`src/rtl/rtc_cal_cfg.svh`:
```
// Register addresses, field positions, reset values and bus codes of the calendar block.
`ifndef RTC_CAL_CFG_SVH
`define RTC_CAL_CFG_SVH

// Register byte addresses on the bus.
`define ADDR_HOUR_MODE      32'h50000404
`define ADDR_CAL_DATE       32'h5000040C
`define ADDR_TIME_ALARM     32'h50000410
`define ADDR_CAL_ALARM      32'h50000414
`define ADDR_ALARM_EN       32'h50000418
`define ADDR_EVENT_FLAGS    32'h5000041C

// Reset values.
`define CAL_DATE_RST        32'h2000010F
`define TIME_ALARM_RST      32'h00000000
`define CAL_ALARM_RST       32'h00000000
`define ALARM_EN_RST        6'h00

// Writable bits of each register; everything else reads as zero, except the calendar change flag in bit 31.
`define CAL_DATE_MASK       32'h3FFF3FFF
`define TIME_ALARM_MASK     32'h7F7F7FFF
`define CAL_ALARM_MASK      32'h00003FF8

// Bit positions and field ranges.
`define CHANGED_BIT         31
`define HOUR_MODE_BIT       0
`define ALARM_FLAG_BIT      6
`define ALARM_EN_F          5:0
`define EN_MONTH            5
`define EN_DATE             4
`define EN_HOUR             3
`define EN_MIN              2
`define EN_SEC              1
`define EN_HOS              0
`define HOUR12_F            30:24
`define HOUR24_F            29:24
`define MIN_F               22:16
`define SEC_F               14:8
`define HOS_F               7:0
`define DATE_F              13:8
`define MONTH_F             7:3
`define CT_F                29:28
`define CU_F                27:24
`define YT_F                23:20
`define YU_F                19:16
`define DT_F                13:12
`define DU_F                11:8
`define MT_F                7
`define MU_F                6:3
`define DAY_F               2:0

// Digit limits.
`define CT_MIN              2'h1
`define CT_MAX              2'h2
`define DT_MAX              2'h3
`define DIGIT_MAX           4'h9

// Bus response codes.
`define RESP_OKAY           2'h0
`define RESP_SLVERR         2'h2

`endif

```
`src/rtl/rtc_cal_pkg.sv`:
```
// Types shared by the calendar block: bus channel states and the register state record.
package rtc_cal_pkg;

	// Write channel progress, one-hot.
	typedef enum logic [1:0] {WR_IDLE = 2'b01, WR_RESP = 2'b10} wr_state_t;

	// Read channel progress, one-hot.
	typedef enum logic [1:0] {RD_IDLE = 2'b01, RD_DATA = 2'b10} rd_state_t;

	// Every flip-flop of the calendar block.
	typedef struct packed {
		wr_state_t   wr;          // Write channel state.
		rd_state_t   rd;          // Read channel state.
		logic        aw_have;     // Write address captured.
		logic        w_have;      // Write data captured.
		logic [31:0] aw_addr;     // Captured write address.
		logic [31:0] wdata;       // Captured write data.
		logic [3:0]  wstrb;       // Captured byte strobes.
		logic        awready;     // Address ready output.
		logic        wready;      // Data ready output.
		logic        bvalid;      // Write response valid.
		logic [1:0]  bresp;       // Write response code.
		logic        arready;     // Read address ready.
		logic        rvalid;      // Read data valid.
		logic [1:0]  rresp;       // Read response code.
		logic [31:0] rdata;       // Read data.
		logic [31:0] cal_date;    // Calendar value with change flag.
		logic [31:0] time_alarm;  // Time alarm match value.
		logic [31:0] cal_alarm;   // Calendar alarm match value.
		logic [5:0]  alarm_en;    // Per-field alarm enables.
		logic        twelve_hour; // Twelve-hour mode select.
		logic        alarm_flag;  // Sticky alarm event flag.
		logic        match_prev;  // Match seen in the last cycle.
	} cal_state_t;

endpackage

```
`src/rtl/cal_field_guard.sv`:
```
// Keeps each calendar digit inside its legal range, holding the old digit otherwise.
`timescale 1ns/100ps
`include "rtc_cal_cfg.svh"

module cal_field_guard (
	input  wire logic [31:0] old_value, // Calendar value now held.
	input  wire logic [31:0] proposed,  // Value that is to be loaded.
	output logic      [31:0] guarded    // Value after range checks.
);

	// A digit out of range keeps the old one, so one bad byte lane cannot poison others.
	always_comb
	begin
		guarded = proposed & `CAL_DATE_MASK;
		if (proposed[`CT_F] < `CT_MIN || proposed[`CT_F] > `CT_MAX)
			guarded[`CT_F] = old_value[`CT_F];
		if (proposed[`CU_F] > `DIGIT_MAX)
			guarded[`CU_F] = old_value[`CU_F];
		if (proposed[`YT_F] > `DIGIT_MAX)
			guarded[`YT_F] = old_value[`YT_F];
		if (proposed[`YU_F] > `DIGIT_MAX)
			guarded[`YU_F] = old_value[`YU_F];
		if (proposed[`DT_F] > `DT_MAX)
			guarded[`DT_F] = old_value[`DT_F];
		if (proposed[`DU_F] > `DIGIT_MAX)
			guarded[`DU_F] = old_value[`DU_F];
		if (proposed[`MU_F] > `DIGIT_MAX)
			guarded[`MU_F] = old_value[`MU_F];
	end

endmodule

```
`src/rtl/alarm_matcher.sv`:
```
// Compares the enabled alarm fields with the current time and calendar.
`timescale 1ns/100ps
`include "rtc_cal_cfg.svh"

module alarm_matcher (
	input  wire logic [31:0] time_now,    // Current time value.
	input  wire logic [31:0] cal_now,     // Current calendar value.
	input  wire logic [31:0] time_alarm,  // Time alarm match value.
	input  wire logic [31:0] cal_alarm,   // Calendar alarm match value.
	input  wire logic [5:0]  enables,     // Per-field alarm enables.
	input  wire logic        twelve_hour, // Twelve-hour mode select.
	output logic             match        // All enabled fields agree.
);

	logic hour_ok; // Hour field agrees.

	// The afternoon bit only means something in twelve-hour mode.
	assign hour_ok = twelve_hour ? (time_now[`HOUR12_F] == time_alarm[`HOUR12_F])
		: (time_now[`HOUR24_F] == time_alarm[`HOUR24_F]);

	// No enable set means no alarm at all, never a permanent match.
	assign match = (|enables)
		& (!enables[`EN_MONTH] | (cal_now[`MONTH_F] == cal_alarm[`MONTH_F]))
		& (!enables[`EN_DATE] | (cal_now[`DATE_F] == cal_alarm[`DATE_F]))
		& (!enables[`EN_HOUR] | hour_ok)
		& (!enables[`EN_MIN] | (time_now[`MIN_F] == time_alarm[`MIN_F]))
		& (!enables[`EN_SEC] | (time_now[`SEC_F] == time_alarm[`SEC_F]))
		& (!enables[`EN_HOS] | (time_now[`HOS_F] == time_alarm[`HOS_F]));

endmodule

```
`src/rtl/rtc_calendar_alarm.sv`:
```
// Calendar register, alarm match registers and alarm flag behind an AXI4-Lite slave.
//
// Register access over AXI4-Lite was decided locally.
`timescale 1ns/100ps
`include "rtc_cal_cfg.svh"

// Summary of operation
// - Calendar change sets top flag; read clears it.
// - Century tens BCD one to two, reset two.
// - Century units BCD zero to nine, reset zero.
// - Year tens and units BCD, reset zero.
// - Date tens zero to three, units; reset one.
// - Month tens bit, units digit; reset month one.
// - Day of week code, reset seven.
// - Time alarm holds afternoon bit and hours.
// - Time alarm holds minutes, tens field three bits, unchecked.
// - Time alarm holds seconds, reset zero.
// - Time alarm holds hundredths, reset zero.
// - Calendar alarm holds date and month, reset zero.
// - Month enable requires month equality for alarm.
// - Date enable requires date equality for alarm.
// - Hour enable compares hours; afternoon bit only in twelve-hour mode.
// - Minute enable compares both minute digits.
// - Second enable compares both seconds digits.
// - Hundredths enable compares hundredths; enables reset zero.
// - Hour mode selects twelve or twenty-four hours.
// - Alarm match sets read-only alarm event flag.
module rtc_calendar_alarm (
	input  wire logic        aclk,               // Clock, 125 MHz.
	input  wire logic        aresetn,            // Synchronous reset, active low.
	input  wire logic        ce,                 // Clock enable; low freezes all state.
	input  wire logic [31:0] awaddr,             // Write address.
	input  wire logic        awvalid,            // Write address valid.
	output logic             awready,            // Write address ready.
	input  wire logic [31:0] wdata,              // Write data.
	input  wire logic [3:0]  wstrb,              // Write byte strobes.
	input  wire logic        wvalid,             // Write data valid.
	output logic             wready,             // Write data ready.
	output logic [1:0]       bresp,              // Write response.
	output logic             bvalid,             // Write response valid.
	input  wire logic        bready,             // Write response ready.
	input  wire logic [31:0] araddr,             // Read address.
	input  wire logic        arvalid,            // Read address valid.
	output logic             arready,            // Read address ready.
	output logic [31:0]      rdata,              // Read data.
	output logic [1:0]       rresp,              // Read response.
	output logic             rvalid,             // Read data valid.
	input  wire logic        rready,             // Read data ready.
	input  wire logic [31:0] time_now,           // Current time from the time counter.
	input  wire logic        cal_load,           // Pulse: time counter loads a new calendar.
	input  wire logic [31:0] cal_load_value,     // Calendar value to load.
	output logic [31:0]      calendar_value,     // Calendar register as held.
	output logic             twelve_hour_select, // Twelve-hour mode select.
	output logic             alarm_event_flag    // Sticky alarm event flag.
);

	////////////////////////////////////////////////////////////////////////////////
	// Functions

	// Merges write data into a register under the byte strobes.
	function automatic logic [31:0] apply_strb(input logic [31:0] old_word,
		input logic [31:0] new_word, input logic [3:0] strb);
		logic [31:0] res; // Merged word.
		res = old_word;
		for (int i = 0; i < 4; i++)
		begin
			if (strb[i])
				res[i*8 +: 8] = new_word[i*8 +: 8];
		end
		return res;
	endfunction

	// Word-aligned copy of a bus address, so the low two bits never matter.
	function automatic logic [31:0] word_addr(input logic [31:0] a);
		return {a[31:2], 2'b00};
	endfunction

	// True for any address that holds a register of this block.
	function automatic logic addr_known(input logic [31:0] a);
		logic [31:0] w; // Aligned address.
		w = word_addr(a);
		return (w == `ADDR_HOUR_MODE) || (w == `ADDR_CAL_DATE)
			|| (w == `ADDR_TIME_ALARM) || (w == `ADDR_CAL_ALARM)
			|| (w == `ADDR_ALARM_EN) || (w == `ADDR_EVENT_FLAGS);
	endfunction

	// Read value of a register; unmapped addresses read zero.
	function automatic logic [31:0] read_word(input logic [31:0] a,
		input rtc_cal_pkg::cal_state_t s);
		logic [31:0] res; // Word returned.
		res = 32'h00000000;
		case (word_addr(a))
			`ADDR_HOUR_MODE:   res[`HOUR_MODE_BIT] = s.twelve_hour;
			`ADDR_CAL_DATE:    res = s.cal_date;
			`ADDR_TIME_ALARM:  res = s.time_alarm;
			`ADDR_CAL_ALARM:   res = s.cal_alarm;
			`ADDR_ALARM_EN:    res[`ALARM_EN_F] = s.alarm_en;
			`ADDR_EVENT_FLAGS: res[`ALARM_FLAG_BIT] = s.alarm_flag;
			default:           res = 32'h00000000;
		endcase
		return res;
	endfunction

	////////////////////////////////////////////////////////////////////////////////
	// State and reset value

	// Reset image of every flip-flop; ready outputs come up high so the bus can start.
	localparam rtc_cal_pkg::cal_state_t ST_RESET = '{
		wr:          rtc_cal_pkg::WR_IDLE,
		rd:          rtc_cal_pkg::RD_IDLE,
		aw_have:     1'b0,
		w_have:      1'b0,
		aw_addr:     32'h00000000,
		wdata:       32'h00000000,
		wstrb:       4'h0,
		awready:     1'b1,
		wready:      1'b1,
		bvalid:      1'b0,
		bresp:       `RESP_OKAY,
		arready:     1'b1,
		rvalid:      1'b0,
		rresp:       `RESP_OKAY,
		rdata:       32'h00000000,
		cal_date:    `CAL_DATE_RST,
		time_alarm:  `TIME_ALARM_RST,
		cal_alarm:   `CAL_ALARM_RST,
		alarm_en:    `ALARM_EN_RST,
		twelve_hour: 1'b0,
		alarm_flag:  1'b0,
		match_prev:  1'b0
	};

	rtc_cal_pkg::cal_state_t st_r;   // All registered state.
	rtc_cal_pkg::cal_state_t st_nxt; // Next value of the state.

	logic        aw_hs;        // Write address taken this cycle.
	logic        w_hs;         // Write data taken this cycle.
	logic        ar_hs;        // Read address taken this cycle.
	logic [31:0] eff_addr;     // Write address, fresh or captured.
	logic [31:0] eff_data;     // Write data, fresh or captured.
	logic [3:0]  eff_strb;     // Write strobes, fresh or captured.
	logic        do_write;     // Both halves present: perform the write.
	logic        cal_sw_write; // Software writes the calendar.
	logic [31:0] cal_proposed; // Calendar value offered to the guard.
	logic [31:0] cal_guarded;  // Calendar value after range checks.
	logic        cal_update;   // Calendar is loaded this cycle.
	logic        cal_changed;  // Loaded calendar differs from the held one.
	logic        cal_read;     // Software reads the calendar this cycle.
	logic        alarm_match;  // All enabled alarm fields agree.

	////////////////////////////////////////////////////////////////////////////////
	// Handshakes and write operands

	// A channel moves when its valid meets our registered ready.
	assign aw_hs = awvalid & st_r.awready;
	assign w_hs  = wvalid & st_r.wready;
	assign ar_hs = arvalid & st_r.arready;

	// Address and data may arrive in either order; use whichever copy is current.
	assign eff_addr = aw_hs ? awaddr : st_r.aw_addr;
	assign eff_data = w_hs ? wdata : st_r.wdata;
	assign eff_strb = w_hs ? wstrb : st_r.wstrb;
	assign do_write = (st_r.wr == rtc_cal_pkg::WR_IDLE)
		&& (st_r.aw_have || aw_hs) && (st_r.w_have || w_hs);

	////////////////////////////////////////////////////////////////////////////////
	// Calendar loading

	// Software wins over the time counter when both load in one cycle.
	assign cal_sw_write = do_write && (word_addr(eff_addr) == `ADDR_CAL_DATE);
	assign cal_proposed = cal_sw_write ? apply_strb(st_r.cal_date, eff_data, eff_strb)
		: cal_load_value;
	assign cal_update   = cal_sw_write || cal_load;
	assign cal_read     = ar_hs && (word_addr(araddr) == `ADDR_CAL_DATE);

	// Only the calendar fields are compared; the flag bit itself is not a change.
	assign cal_changed = cal_update
		&& ((cal_guarded & `CAL_DATE_MASK) != (st_r.cal_date & `CAL_DATE_MASK));

	// Range checks on every calendar digit.
	cal_field_guard u_guard (
		.old_value (st_r.cal_date),
		.proposed  (cal_proposed),
		.guarded   (cal_guarded)
	);

	// Alarm comparison against the live time and the held calendar.
	alarm_matcher u_match (
		.time_now    (time_now),
		.cal_now     (st_r.cal_date),
		.time_alarm  (st_r.time_alarm),
		.cal_alarm   (st_r.cal_alarm),
		.enables     (st_r.alarm_en),
		.twelve_hour (st_r.twelve_hour),
		.match       (alarm_match)
	);

	////////////////////////////////////////////////////////////////////////////////
	// Next-state logic

	// Fills the next state from the bus, the calendar load and the alarm match.
	always_comb
	begin
		st_nxt = st_r;

		// The flag is sticky; it is set on the first cycle of a match only.
		st_nxt.match_prev = alarm_match;
		if (alarm_match && !st_r.match_prev)
			st_nxt.alarm_flag = 1'b1;

		// Capture each half of a write as it comes and drop its ready.
		if (aw_hs)
		begin
			st_nxt.aw_have = 1'b1;
			st_nxt.aw_addr = awaddr;
			st_nxt.awready = 1'b0;
		end
		if (w_hs)
		begin
			st_nxt.w_have = 1'b1;
			st_nxt.wdata  = wdata;
			st_nxt.wstrb  = wstrb;
			st_nxt.wready = 1'b0;
		end

		// New calendar value; the flag bit is handled below.
		if (cal_update)
			st_nxt.cal_date[30:0] = cal_guarded[30:0];

		// A change in the same cycle as a read wins, so no change is lost.
		if (cal_changed)
			st_nxt.cal_date[`CHANGED_BIT] = 1'b1;
		else if (cal_read)
			st_nxt.cal_date[`CHANGED_BIT] = 1'b0;

		// Write channel: perform the write, then hold the response until taken.
		case (st_r.wr)
			rtc_cal_pkg::WR_IDLE:
			begin
				if (do_write)
				begin
					st_nxt.aw_have = 1'b0;
					st_nxt.w_have  = 1'b0;
					st_nxt.awready = 1'b0;
					st_nxt.wready  = 1'b0;
					st_nxt.bvalid  = 1'b1;
					st_nxt.wr      = rtc_cal_pkg::WR_RESP;
					st_nxt.bresp   = addr_known(eff_addr) ? `RESP_OKAY : `RESP_SLVERR;
					case (word_addr(eff_addr))
						`ADDR_HOUR_MODE:
						begin
							if (eff_strb[0])
								st_nxt.twelve_hour = eff_data[`HOUR_MODE_BIT];
						end
						`ADDR_TIME_ALARM:
						begin
							st_nxt.time_alarm = apply_strb(st_r.time_alarm, eff_data,
								eff_strb) & `TIME_ALARM_MASK;
						end
						`ADDR_CAL_ALARM:
						begin
							st_nxt.cal_alarm = apply_strb(st_r.cal_alarm, eff_data,
								eff_strb) & `CAL_ALARM_MASK;
						end
						`ADDR_ALARM_EN:
						begin
							if (eff_strb[0])
								st_nxt.alarm_en = eff_data[`ALARM_EN_F];
						end
						// Calendar is written above; event flags are read-only.
						default:
						begin
							st_nxt.alarm_en = st_r.alarm_en;
						end
					endcase
				end
			end
			rtc_cal_pkg::WR_RESP:
			begin
				// Both readies return only after the response has gone.
				if (bready)
				begin
					st_nxt.bvalid  = 1'b0;
					st_nxt.awready = 1'b1;
					st_nxt.wready  = 1'b1;
					st_nxt.wr      = rtc_cal_pkg::WR_IDLE;
				end
			end
			default:
			begin
				st_nxt.wr = rtc_cal_pkg::WR_IDLE;
			end
		endcase

		// Read channel: one read at a time, data held until taken.
		case (st_r.rd)
			rtc_cal_pkg::RD_IDLE:
			begin
				if (ar_hs)
				begin
					st_nxt.rdata   = read_word(araddr, st_r);
					st_nxt.rresp   = addr_known(araddr) ? `RESP_OKAY : `RESP_SLVERR;
					st_nxt.rvalid  = 1'b1;
					st_nxt.arready = 1'b0;
					st_nxt.rd      = rtc_cal_pkg::RD_DATA;
				end
			end
			rtc_cal_pkg::RD_DATA:
			begin
				if (rready)
				begin
					st_nxt.rvalid  = 1'b0;
					st_nxt.arready = 1'b1;
					st_nxt.rd      = rtc_cal_pkg::RD_IDLE;
				end
			end
			default:
			begin
				st_nxt.rd = rtc_cal_pkg::RD_IDLE;
			end
		endcase
	end

	////////////////////////////////////////////////////////////////////////////////
	// State register

	// Reset wins over the clock enable; a low enable freezes everything.
	always_ff @(posedge aclk)
	begin
		if (!aresetn)
			st_r <= ST_RESET;
		else if (ce)
			st_r <= st_nxt;
	end

	////////////////////////////////////////////////////////////////////////////////
	// Outputs, all straight from the state register

	assign awready            = st_r.awready;
	assign wready             = st_r.wready;
	assign bvalid             = st_r.bvalid;
	assign bresp              = st_r.bresp;
	assign arready            = st_r.arready;
	assign rvalid             = st_r.rvalid;
	assign rresp              = st_r.rresp;
	assign rdata              = st_r.rdata;
	assign calendar_value     = st_r.cal_date;
	assign twelve_hour_select = st_r.twelve_hour;
	assign alarm_event_flag   = st_r.alarm_flag;

endmodule

```
`config.mk`:
```
export PLATFORM = sky130hd
export DESIGN_NAME = rtc_calendar_alarm
export DESIGN_NICKNAME = d
export VERILOG_FILES = /design/src/rtl/rtc_cal_pkg.sv /design/src/rtl/cal_field_guard.sv /design/src/rtl/alarm_matcher.sv /design/src/rtl/rtc_calendar_alarm.sv
export VERILOG_INCLUDE_DIRS = /design/src /design/src/rtl
export SDC_FILE = /design/constraint.sdc
export NUM_CORES = 1
export LEC_CHECK = 0
export ABC_AREA = 1
export BUFFER_PORTS_ARGS = -buffer_cell sky130_fd_sc_hd__buf_2
export CORE_AREA = 2 2 104 207
export DETAILED_ROUTE_END_ITERATION = 16
export DIE_AREA = 0 0 106 209
export PLACE_DENSITY = 0.9
export SLEW_MARGIN = 10
export SYNTH_ARGS = -nofsm -noshare
export SYNTH_HDL_FRONTEND = slang
export SYNTH_SLANG_ARGS = --single-unit
```
`constraint.sdc`:
```
create_clock -name aclk -period 3.7 [get_ports aclk]
set_input_delay 0.925 -clock aclk [delete_from_list [all_inputs] [get_ports aclk]]
set_output_delay 0.925 -clock aclk [all_outputs]
set_load 0.02 [all_outputs]
```
==> flow_metrics.py, run 1 <==
metrics = {
    "outcome": {
        "status": "finished, final reports clean",
    },
    "floorplan": {
        "dieArea_sq_um": 22150,
        "num_rows": 75,
        "fp.dieH_um": 209,
        "io_pins": 248,
        "core_area_sq_um": 20740,
        "start_util_pct": 54.72,
        "die_w_um": 106,
    },
    "global_routing": {
        "grt_usage_pct": 32.28,
        "overflow": 0,
        "grt_pass1_vias": 11175,
        "antenna_found_initial": 2,
        "grt_max_degree": 83,
        "grt_pass1_wl_um": 56720,
    },
    "cts": {
        "cts-resized-gates": 0,
        "tritoncts": "yes",
        "cts_setup_buffers": 0,
        "clk_latency_ns": 0.44,
        "root_buffer": "clkbuf_16",
        "numClockSinks": 186,
        "cts_made_buffers": 17,
        "clkTransAtPathRegs_ns": 0.08,
        "clockBufferDepth": 2,
        "htreeDepth": 4,
        "cts_hold_buffers": 0,
    },
    "worst_setup_path": {
        "start_kind": "primary input",
        "path_max_fanout": 23,
        "crit_buf_inv": 3,
        "cp_cell_sequence": "buf_2 > nand2_1 > buf_12 > nand2_1 > o21ai_1 > nand2_1 > nor2_1 > nand2_1 > nor2_2 > buf_4 > nand4_1 > nand2_1 > nand2_2 > nand3_1 > nand2_1 > nor2_1 > nand2_1 > nor2_1 > nand3_1 > nand2_1 > a21oi_1",
        "worstSetupEndpointType": "flip-flop",
        "r2r_start": "awready",
        "rr_endpoint": "calendar_value[31]",
        "worstPathRequired_ns": 4.03,
        "critPathKind": "primary input to flip-flop",
        "critical_path_arrival_ns": 3.51,
        "cp_slowest_stage_delay_ns": 0.27,
        "critPathSlowestCell": "buf_4",
        "worst_r2r_path_depth": 19,
        "cp.depth": 21,
        "crit_top_cell": "nand2_1",
        "crit_family": "simple AND/OR/NAND/NOR gates",
        "ff2ff_setup_slack_ns": 0.59,
    },
    "layout": {
        "areaGrowthSynthToFinish_pct": 17.57,
        "nNetsFinal": 2173,
        "regArea_sq_um": 3724,
        "fillers": 1949,
        "fin_util_pct": 64.34,
        "final_cell_mix": "nand2_1, inv_1, buf_2, dfxtp_1, o21ai_0",
        "drive_gt1_share_pct": 18.70,
        "layout_commonest_cell": "nand2_1",
        "multi_input_area_sq_um": 5728,
    },
    "timing": {
        "finalSetupViolCount": 0,
        "report.final.slew_viol_count": 0,
        "tightest_slew_ns": 0.8373,
        "max_freq_ghz": 0.3144,
        "hold_ws_ns": 0.4522,
        "finalCritPeriodShare_pct": 85.97,
        "hold_viol": 0,
        "rsz0062_at_grt": "no",
        "finClkSkew_ns": 0.01099,
        "final.setup.tns_ns": 0,
        "period_minus_slack_ns": 3.181,
        "maxSlewHeadroom_pct": 44.18,
    },
    "route": {
        "drt-wirelength-per-cell_um": 15.87,
        "drt_iter0_markers": 1250,
        "drc_errors": 0,
        "first_pass_iters": 6,
        "vias": 12506,
        "drtAntennaViolNets": 0,
        "vias_per_cell": 5.480,
        "routed_wl_um": 36210,
    },
    "synth": {
        "ys_async_sr_fraction_pct": 0,
        "ys_dominant_reg_cell": "dfxtp_1",
        "synth.top_cells.by_area": "dfxtp_1, nand2_1, inv_1",
        "synth_top_area_cell": "dfxtp_1",
        "syn_inst": 1808,
        "ys_seq_area_share_pct": 32.81,
        "yosysWarnings": 0,
        "synth_cell_types": 47,
        "synth_seq_cells": 186,
        "synth_edf_count": 0,
        "syn_avg_cell_area_sq_um": 6.277,
        "synth_top_area_share_pct": 32.81,
        "syn-cell-area_sq_um": 11350,
    },
    "worst_hold_path": {
        "hp-class": "flip-flop to flip-flop",
        "hold_start": "st_r[152]",
        "holdPathEnd": "st_r[152]",
        "holdPathStages": 2,
    },
    "pwr": {
        "internal_power_mw": 3.420,
        "p_per_area_nw_per_um2": 377.7,
        "switching_power_mw": 1.619,
        "p_seq_share_pct": 42.6,
        "p_sw_share_pct": 32.13,
        "power.leakage_nw": 6.452,
        "peakVddDrop_uv": 249.0,
        "clockPowerShare_pct": 37.6,
        "comb_power_share_pct": 19.9,
    },
    "place": {
        "routabilityCongestion": 1.017,
        "hpwl_um": 27900,
        "portBuffers": 228,
    },
    "run": {
        "drv_cap": 0,
    },
}
==> logic make-up (layout without fill, tap and decap cells) <==
logic type	Yosys count	count (layout)	synth area share (%)
other	1	8	0.03304
AO/OA/AOI/OAI	431	431	20.68
buffers and inverters	433	631	16.92
AND/OR/NAND/NOR	733	733	27.63
adder cells (fa/ha/maj)	2	2	0.2205
XOR/XNOR	22	22	1.698
flip-flops	186	186	32.81
==> how the worst max path moves through the flow <==
stage / start / end / slack (ns)
after detailed placement: awvalid / calendar_value[31] / 0.07
after floorplan: awvalid / calendar_value[31] / 0.67
after CTS: awvalid / calendar_value[31] / 0.52
final: awvalid / calendar_value[31] / 0.52
after global routing: awvalid / calendar_value[31] / 0.15
after global placement: awvalid / calendar_value[31] / 0.07
==> state kept, by name, indices dropped and copies added (netlist names) <==
| name | flops |
|---|---|
| twelve_hour_select | 1 |
| calendar_value | 29 |
| arready | 1 |
| rdata | 31 |
| alarm_event_flag | 1 |
| awready | 1 |
| bvalid | 1 |
| wready | 1 |
| rresp | 1 |
| st_r | 117 |
| bresp | 1 |
| rvalid | 1 |
==> layer usage <==
metal | global-route usage [%] | share of wire (%) | vias up
met4 | 17.47 | 5.7 | 0
met5 | 0 | 0 | -
met2 | 52.06 | 46 | 613
li1 | - | - | 6204
met3 | 4.180 | 8.1 | 113
met1 | 41.66 | 40 | 5576
==> stage by stage <==
stage	area [sq um]	total power [mW]	setup slack (ns)	instances
after floorplan	11370	2.817	0.6658	1813
after global routing	13340	5.250	0.1473	2282
after global placement	12740	3.151	0.07399	2248
after CTS	13340	5.029	0.5224	2280
final	13340	5.040	0.5190	2282
after detailed placement	12740	3.170	0.06903	2248
==> power groups by stage <==
stage	clock, mW	combinational (mW)	sequential, mW
detailed placement	0	0.981	2.19
finish	1.89	1.00	2.14
global route	1.98	1.12	2.15
floorplan	0	0.639	2.18
CTS	1.90	0.986	2.14
global placement	0	0.965	2.19
==> cells in the mapped netlist, drive strengths merged, types with 2 or more instances <==
cell type,count
nand2,468
inv,275
o21ai,199
dfxtp,186
a21oi,153
nand3,102
buf,92
nor2,73
clkbuf,64
nand4,47
o22ai,27
o211ai,20
nor3,17
xnor2,16
nor4,15
a211oi,8
o31ai,7
xor2,6
or2,5
nand3b,3
o21a,3
o221ai,3
a221o,2
a221oi,2
clkinv,2
ha,2
o41ai,2
==> worst reg2reg max path: stages (launching register included) <==
cell and delay, ns:
dfxtp_1 0.44, buf_4 0.33, nand3_1 0.14, nand2_1 0.09
nand2_1 0.05, nor2_1 0.09, nand2_1 0.11, nor2_2 0.25
buf_4 0.27, nand4_1 0.14, nand2_1 0.17, nand2_2 0.16
nand3_1 0.11, nand2_1 0.05, nor2_1 0.16, nand2_1 0.08
nor2_1 0.09, nand3_1 0.07, nand2_1 0.13, a21oi_1 0.08
==> cell type report <==
class | count | share of cell area [%]
timing repair buffer | 322 | 14.31
tap | 269 | 2.523
clock inverter | 15 | 1.313
sequential | 186 | 27.91
antenna | 2 | 0.03751
inverter | 277 | 7.793
clock buffer | 17 | 3.188
multi-input combinational | 1194 | 42.93
(Power assumes the default switching activity.)
==> run 2, diff against run 1 <==
--- a/config.mk
+++ b/config.mk
@@ -11,7 +11,7 @@
 export CORE_AREA = 2 2 104 207
 export DETAILED_ROUTE_END_ITERATION = 16
 export DIE_AREA = 0 0 106 209
-export PLACE_DENSITY = 0.9
+export PLACE_DENSITY = 0.87
 export SLEW_MARGIN = 10
 export SYNTH_ARGS = -nofsm -noshare
 export SYNTH_HDL_FRONTEND = slang
==> run 2 against run 1 <==
Global-route usage decreased by 0.099 points; highest routed layer unchanged; sequential share of layout area increased by 0.35 points; count of clock-buffer cells in the layout increased by 1; register-to-register slack about the same; critical endpoint unchanged; largest power group unchanged; clock skew decreased by 0.0013 ns; largest cell class unchanged; non-clock buffer count decreased by 19.
==> flow_metrics.py, run 2 (synthesis results as in run 1) <==
metrics = {
    "timing": {
        "rsz0062_at_grt": "no",
        "final.setup.tns_ns": 0,
        "finalCritPeriodShare_pct": 89.62,
        "report.final.slew_viol_count": 0,
        "max_freq_ghz": 0.3016,
        "maxSlewHeadroom_pct": 38.72,
        "setup_ws_ns": 0.3840,
        "hold_viol": 0,
        "finClkSkew_ns": 0.009660,
        "period_minus_slack_ns": 3.316,
        "finalSetupViolCount": 0,
        "tightest_slew_ns": 0.9096,
    },
    "route": {
        "drt-wirelength-per-cell_um": 16.01,
        "drt_iter0_markers": 1056,
        "vias": 12430,
        "drtAntennaViolNets": 0,
        "routed_wl_um": 36220,
        "drc_errors": 0,
        "first_pass_iters": 6,
        "vias_per_cell": 5.495,
    },
    "cts": {
        "numClockSinks": 186,
        "clkTransAtPathRegs_ns": 0.08,
        "root_buffer": "clkbuf_16",
        "cts-resized-gates": 0,
        "clk_latency_ns": 0.44,
        "cts_setup_buffers": 0,
        "clockBufferDepth": 2,
        "cts_made_buffers": 17,
        "tritoncts": "yes",
        "htreeDepth": 4,
        "cts_hold_buffers": 0,
    },
    "pwr": {
        "p_seq_share_pct": 43.1,
        "switching_power_mw": 1.579,
        "peakVddDrop_uv": 258.1,
        "power.leakage_nw": 6.342,
        "p_sw_share_pct": 31.74,
        "p_per_area_nw_per_um2": 377.5,
        "internal_power_mw": 3.395,
        "power_mw": 4.975,
        "clockPowerShare_pct": 37.0,
        "comb_power_share_pct": 19.9,
    },
    "layout": {
        "areaGrowthSynthToFinish_pct": 16.11,
        "largest_reg_flops": 117,
        "nNetsFinal": 2154,
        "fillers": 1935,
        "multi_input_area_sq_um": 5728,
        "regArea_sq_um": 3724,
        "stdcell_count": 2262,
        "final_cell_mix": "nand2_1, inv_1, buf_2, dfxtp_1, o21ai_0",
        "fin_util_pct": 63.54,
        "layout_commonest_cell": "nand2_1",
        "top_register": "st_r",
        "drive_gt1_share_pct": 17.87,
    },
    "global_routing": {
        "antenna_found_initial": 1,
        "grt_pass1_wl_um": 56390,
        "grt_usage_pct": 32.19,
        "grt_max_degree": 83,
        "overflow": 0,
        "grt_pass1_vias": 11147,
    },
    "place": {
        "routabilityCongestion": 1.028,
        "portBuffers": 228,
        "dp_slack_ns": 0.002767,
        "hpwl_um": 27530,
        "placed_cells": 2229,
    },
    "worst_setup_path": {
        "critical_path_arrival_ns": 3.63,
        "critPathKind": "primary input to flip-flop",
        "path_max_fanout": 11,
        "worstPathRequired_ns": 4.02,
        "worstSetupEndpointType": "flip-flop",
        "start_kind": "primary input",
    },
    "floorplan": {
        "core_area_sq_um": 20740,
        "die_w_um": 106,
        "io_pins": 248,
        "start_util_pct": 54.72,
        "dieArea_sq_um": 22150,
        "num_rows": 75,
        "fp.dieH_um": 209,
    },
    "outcome": {
        "status": "finished, final reports clean",
    },
    "worst_hold_path": {
        "hp-class": "flip-flop to flip-flop",
    },
    "run": {
        "drv_cap": 0,
    },
}
-- run 2: changes by cell type in the layout (fill, tap and decap cells not counted), sizes merged --
cell	change
buf	-19
clkbuf	+1
clkinv	-1
clkinvlp	+1
diode	-1
inv	-1
-- run 2: layout make-up --
cell class / count / area share, %
tap: 269 / 2.554
sequential: 186 / 28.26
clock inverter: 14 / 1.139
timing repair buffer: 303 / 13.41
multi-input combinational: 1194 / 43.47
antenna: 1 / 0.01899
clock buffer: 18 / 3.257
inverter: 277 / 7.891
-- run 2: routing by layer --
metal	GRT usage [%]	vias to the layer above	wire length (um)
li1	-	6162	-
met1	41.93	5466	14500
met2	49.63	686	16140
met3	5.271	116	3364
met4	19.51	0	2218
met5	0	-	0
-- run 2: final timing paths --
path	start	end	slack, ns	cells past startpoint
worst min register to register	st_r[153]	st_r[153]	0.45	2
worst max-delay path	awvalid	calendar_value[31]	0.38	23
worst max register to register	awready	calendar_value[31]	0.59	21
worst min-delay path	st_r[153]	st_r[153]	0.45	2
-- run 2: stage by stage --
stage	area (sq um)	hold slack [ns]
finish	13180	0.4501
global route	13180	0.4682
CTS	13170	0.4506
detailed placement	12590	0.4395
global placement	12590	0.4337
floorplan	11370	0.4245
-- run 2: worst max-delay path, cell delays in order --
cell and delay [ns]:
buf_2 0.11, nand2_1 0.14, buf_4 0.19, nand2_1 0.06, o21ai_1 0.09, nand2_1 0.07, nor2_1 0.20, nand2_1 0.09
nor2_2 0.23, nand3_2 0.19, buf_4 0.23, nand2_1 0.07, nand2_1 0.07, nand2_1 0.08, nand2_2 0.10, nand3b_1 0.11
nand2_1 0.06, nor2_1 0.12, nand2_1 0.07, nor2_1 0.09, nand3_1 0.07, nand2_1 0.15, a21oi_1 0.10
-- run 2: power groups by stage --
stage	clock (mW)	combinational [mW]	sequential [mW]
3_5_place_dp	0	0.967	2.19
5_1_grt	1.94	1.10	2.15
2_1_floorplan	0	0.639	2.18
3_3_place_gp	0	0.952	2.19
6_report	1.84	0.990	2.15
4_1_cts	1.86	0.974	2.14
==> run 3, diff against run 2 <==
--- a/config.mk
+++ b/config.mk
@@ -11,7 +11,7 @@
 export CORE_AREA = 2 2 104 207
 export DETAILED_ROUTE_END_ITERATION = 16
 export DIE_AREA = 0 0 106 209
-export PLACE_DENSITY = 0.87
+export PLACE_DENSITY = 0.93
 export SLEW_MARGIN = 10
 export SYNTH_ARGS = -nofsm -noshare
 export SYNTH_HDL_FRONTEND = slang
==> run 3 against run 2 <==
Wire length grew 1.5%; combinational power is essentially flat; clock power about the same; via count grew 1.3%; register-to-register slack gained 0.12 ns; utilization is 0.62 points higher; hold slack about the same; first-iteration DRC count grew 12%; count of clock-buffer cells in the layout did not move; non-clock buffer count is 13 higher; maximum frequency grew 2.8%; critical endpoint unchanged.
==> flow_metrics.py, run 3 (synthesis results as in run 1) <==
metrics = {
    "outcome": {
        "status": "finished, final reports clean",
    },
    "layout": {
        "layout_commonest_cell": "nand2_1",
        "areaGrowthSynthToFinish_pct": 17.24,
        "drive_gt1_share_pct": 18.45,
        "fin_area_sq_um": 13310,
        "final_cell_mix": "nand2_1, inv_1, buf_2, dfxtp_1, o21ai_0",
        "top_register": "st_r",
        "stdcell_count": 2275,
        "fin_util_pct": 64.16,
        "nNetsFinal": 2167,
        "largest_reg_flops": 117,
    },
    "floorplan": {
        "io_pins": 248,
        "start_util_pct": 54.72,
        "fp.dieH_um": 209,
        "core_area_sq_um": 20740,
        "num_rows": 75,
        "die_w_um": 106,
        "dieArea_sq_um": 22150,
    },
    "route": {
        "routed_wl_um": 36760,
        "vias": 12587,
        "vias_per_cell": 5.533,
        "drtAntennaViolNets": 0,
        "first_pass_iters": 6,
        "drt-wirelength-per-cell_um": 16.16,
        "drc_errors": 0,
        "drt_iter0_markers": 1187,
    },
    "place": {
        "post_dp_cell_area_sq_um": 12730,
        "placed_cells": 2242,
        "portBuffers": 228,
        "hpwl_um": 28330,
        "routabilityCongestion": 1.037,
    },
    "cts": {
        "clk_latency_ns": 0.44,
        "htreeDepth": 4,
        "cts_made_buffers": 17,
        "cts_setup_buffers": 0,
        "clockBufferDepth": 2,
        "numClockSinks": 186,
        "tritoncts": "yes",
        "root_buffer": "clkbuf_16",
        "cts-resized-gates": 0,
        "clkTransAtPathRegs_ns": 0.08,
        "cts_hold_buffers": 0,
    },
    "worst_setup_path": {
        "worstSetupEndpointType": "flip-flop",
        "worstPathRequired_ns": 4.03,
        "start_kind": "primary input",
        "critPathKind": "primary input to flip-flop",
        "rr_endpoint": "calendar_value[31]",
        "worst_r2r_path_depth": 19,
        "ff2ff_setup_slack_ns": 0.71,
        "critical_path_arrival_ns": 3.55,
        "r2r_start": "awready",
        "path_max_fanout": 26,
    },
    "timing": {
        "report.final.slew_viol_count": 0,
        "finalSetupViolCount": 0,
        "tightest_slew_ns": 0.9366,
        "max_freq_ghz": 0.3099,
        "final.setup.tns_ns": 0,
        "finClkSkew_ns": 0.01463,
        "maxSlewHeadroom_pct": 37.47,
        "hold_viol": 0,
        "finalCritPeriodShare_pct": 87.22,
        "rsz0062_at_grt": "no",
        "period_minus_slack_ns": 3.227,
    },
    "global_routing": {
        "grt_max_degree": 51,
        "grt_pass1_vias": 11202,
        "grt_pass1_wl_um": 56760,
        "overflow": 0,
        "antenna_found_initial": 0,
        "grt_usage_pct": 32.36,
    },
    "worst_hold_path": {
        "hold_start": "st_r[160]",
        "hp-class": "flip-flop to flip-flop",
        "holdPathEnd": "st_r[160]",
        "holdPathStages": 2,
    },
    "pwr": {
        "p_per_area_nw_per_um2": 372.7,
        "peakVddDrop_uv": 303.2,
        "power.leakage_nw": 6.416,
    },
    "run": {
        "drv_cap": 0,
    },
}
-- run 3: worst max-delay path: stages --
cell	delay, ns
buf_2	0.11
nand2_1	0.12
buf_12	0.17
nand2_1	0.06
o21ai_1	0.10
nand2_1	0.08
nor2_1	0.17
nand2_1	0.08
nor2_2	0.21
buf_4	0.33
nand4_1	0.18
nand2_1	0.15
nand2_2	0.12
nand3b_1	0.10
nand2_1	0.05
nor2_1	0.16
nand2_1	0.07
nor2_1	0.09
nand3_1	0.07
nand2_1	0.13
a21oi_1	0.08
-- run 3: worst max path at each step --
stage	from	endpoint	slack, ns	cells past startpoint
6_report	awvalid	calendar_value[31]	0.47	21
5_1_grt	awvalid	calendar_value[31]	0.19	23
4_1_cts	awvalid	calendar_value[31]	0.50	21
3_5_place_dp	awvalid	calendar_value[31]	0.04	21
3_3_place_gp	awvalid	calendar_value[31]	0.07	21
2_1_floorplan	awvalid	calendar_value[31]	0.67	23
-- run 3: stage by stage --
stage | hold slack, ns | setup WS [ns] | power (mW)
floorplan | 0.4245 | 0.6658 | 2.817
global placement | 0.4331 | 0.07392 | 3.145
detailed placement | 0.4389 | 0.03997 | 3.169
CTS | 0.4503 | 0.5006 | 4.950
global route | 0.4662 | 0.1932 | 5.164
finish | 0.4505 | 0.4729 | 4.959
-- run 3: report_power, final --
group          internal [mW]  switching, mW  total, mW
clock                  0.909          0.901       1.81
sequential              2.09         0.0567       2.14
combinational          0.359          0.646       1.01
-- run 3: final cells by class --
type                    instances  area [sq um]
fillers                      1901          7433
multi-input cells            1194          5728
flip-flops and latches        186          3724
repair buffers                316          1902
inverters                     277          1040
clock buffers                  18         439.2
well taps                     269         336.6
clock inverters                14         133.9
diodes                          1         2.502
-- run 3: routing by layer --
| metal | track usage [%] | routed length, um |
|---|---|---|
| met5 | 0 | 0 |
| met4 | 18.24 | 2270 |
| met3 | 5.209 | 3362 |
| met2 | 52.17 | 16790 |
| met1 | 40.82 | 14330 |
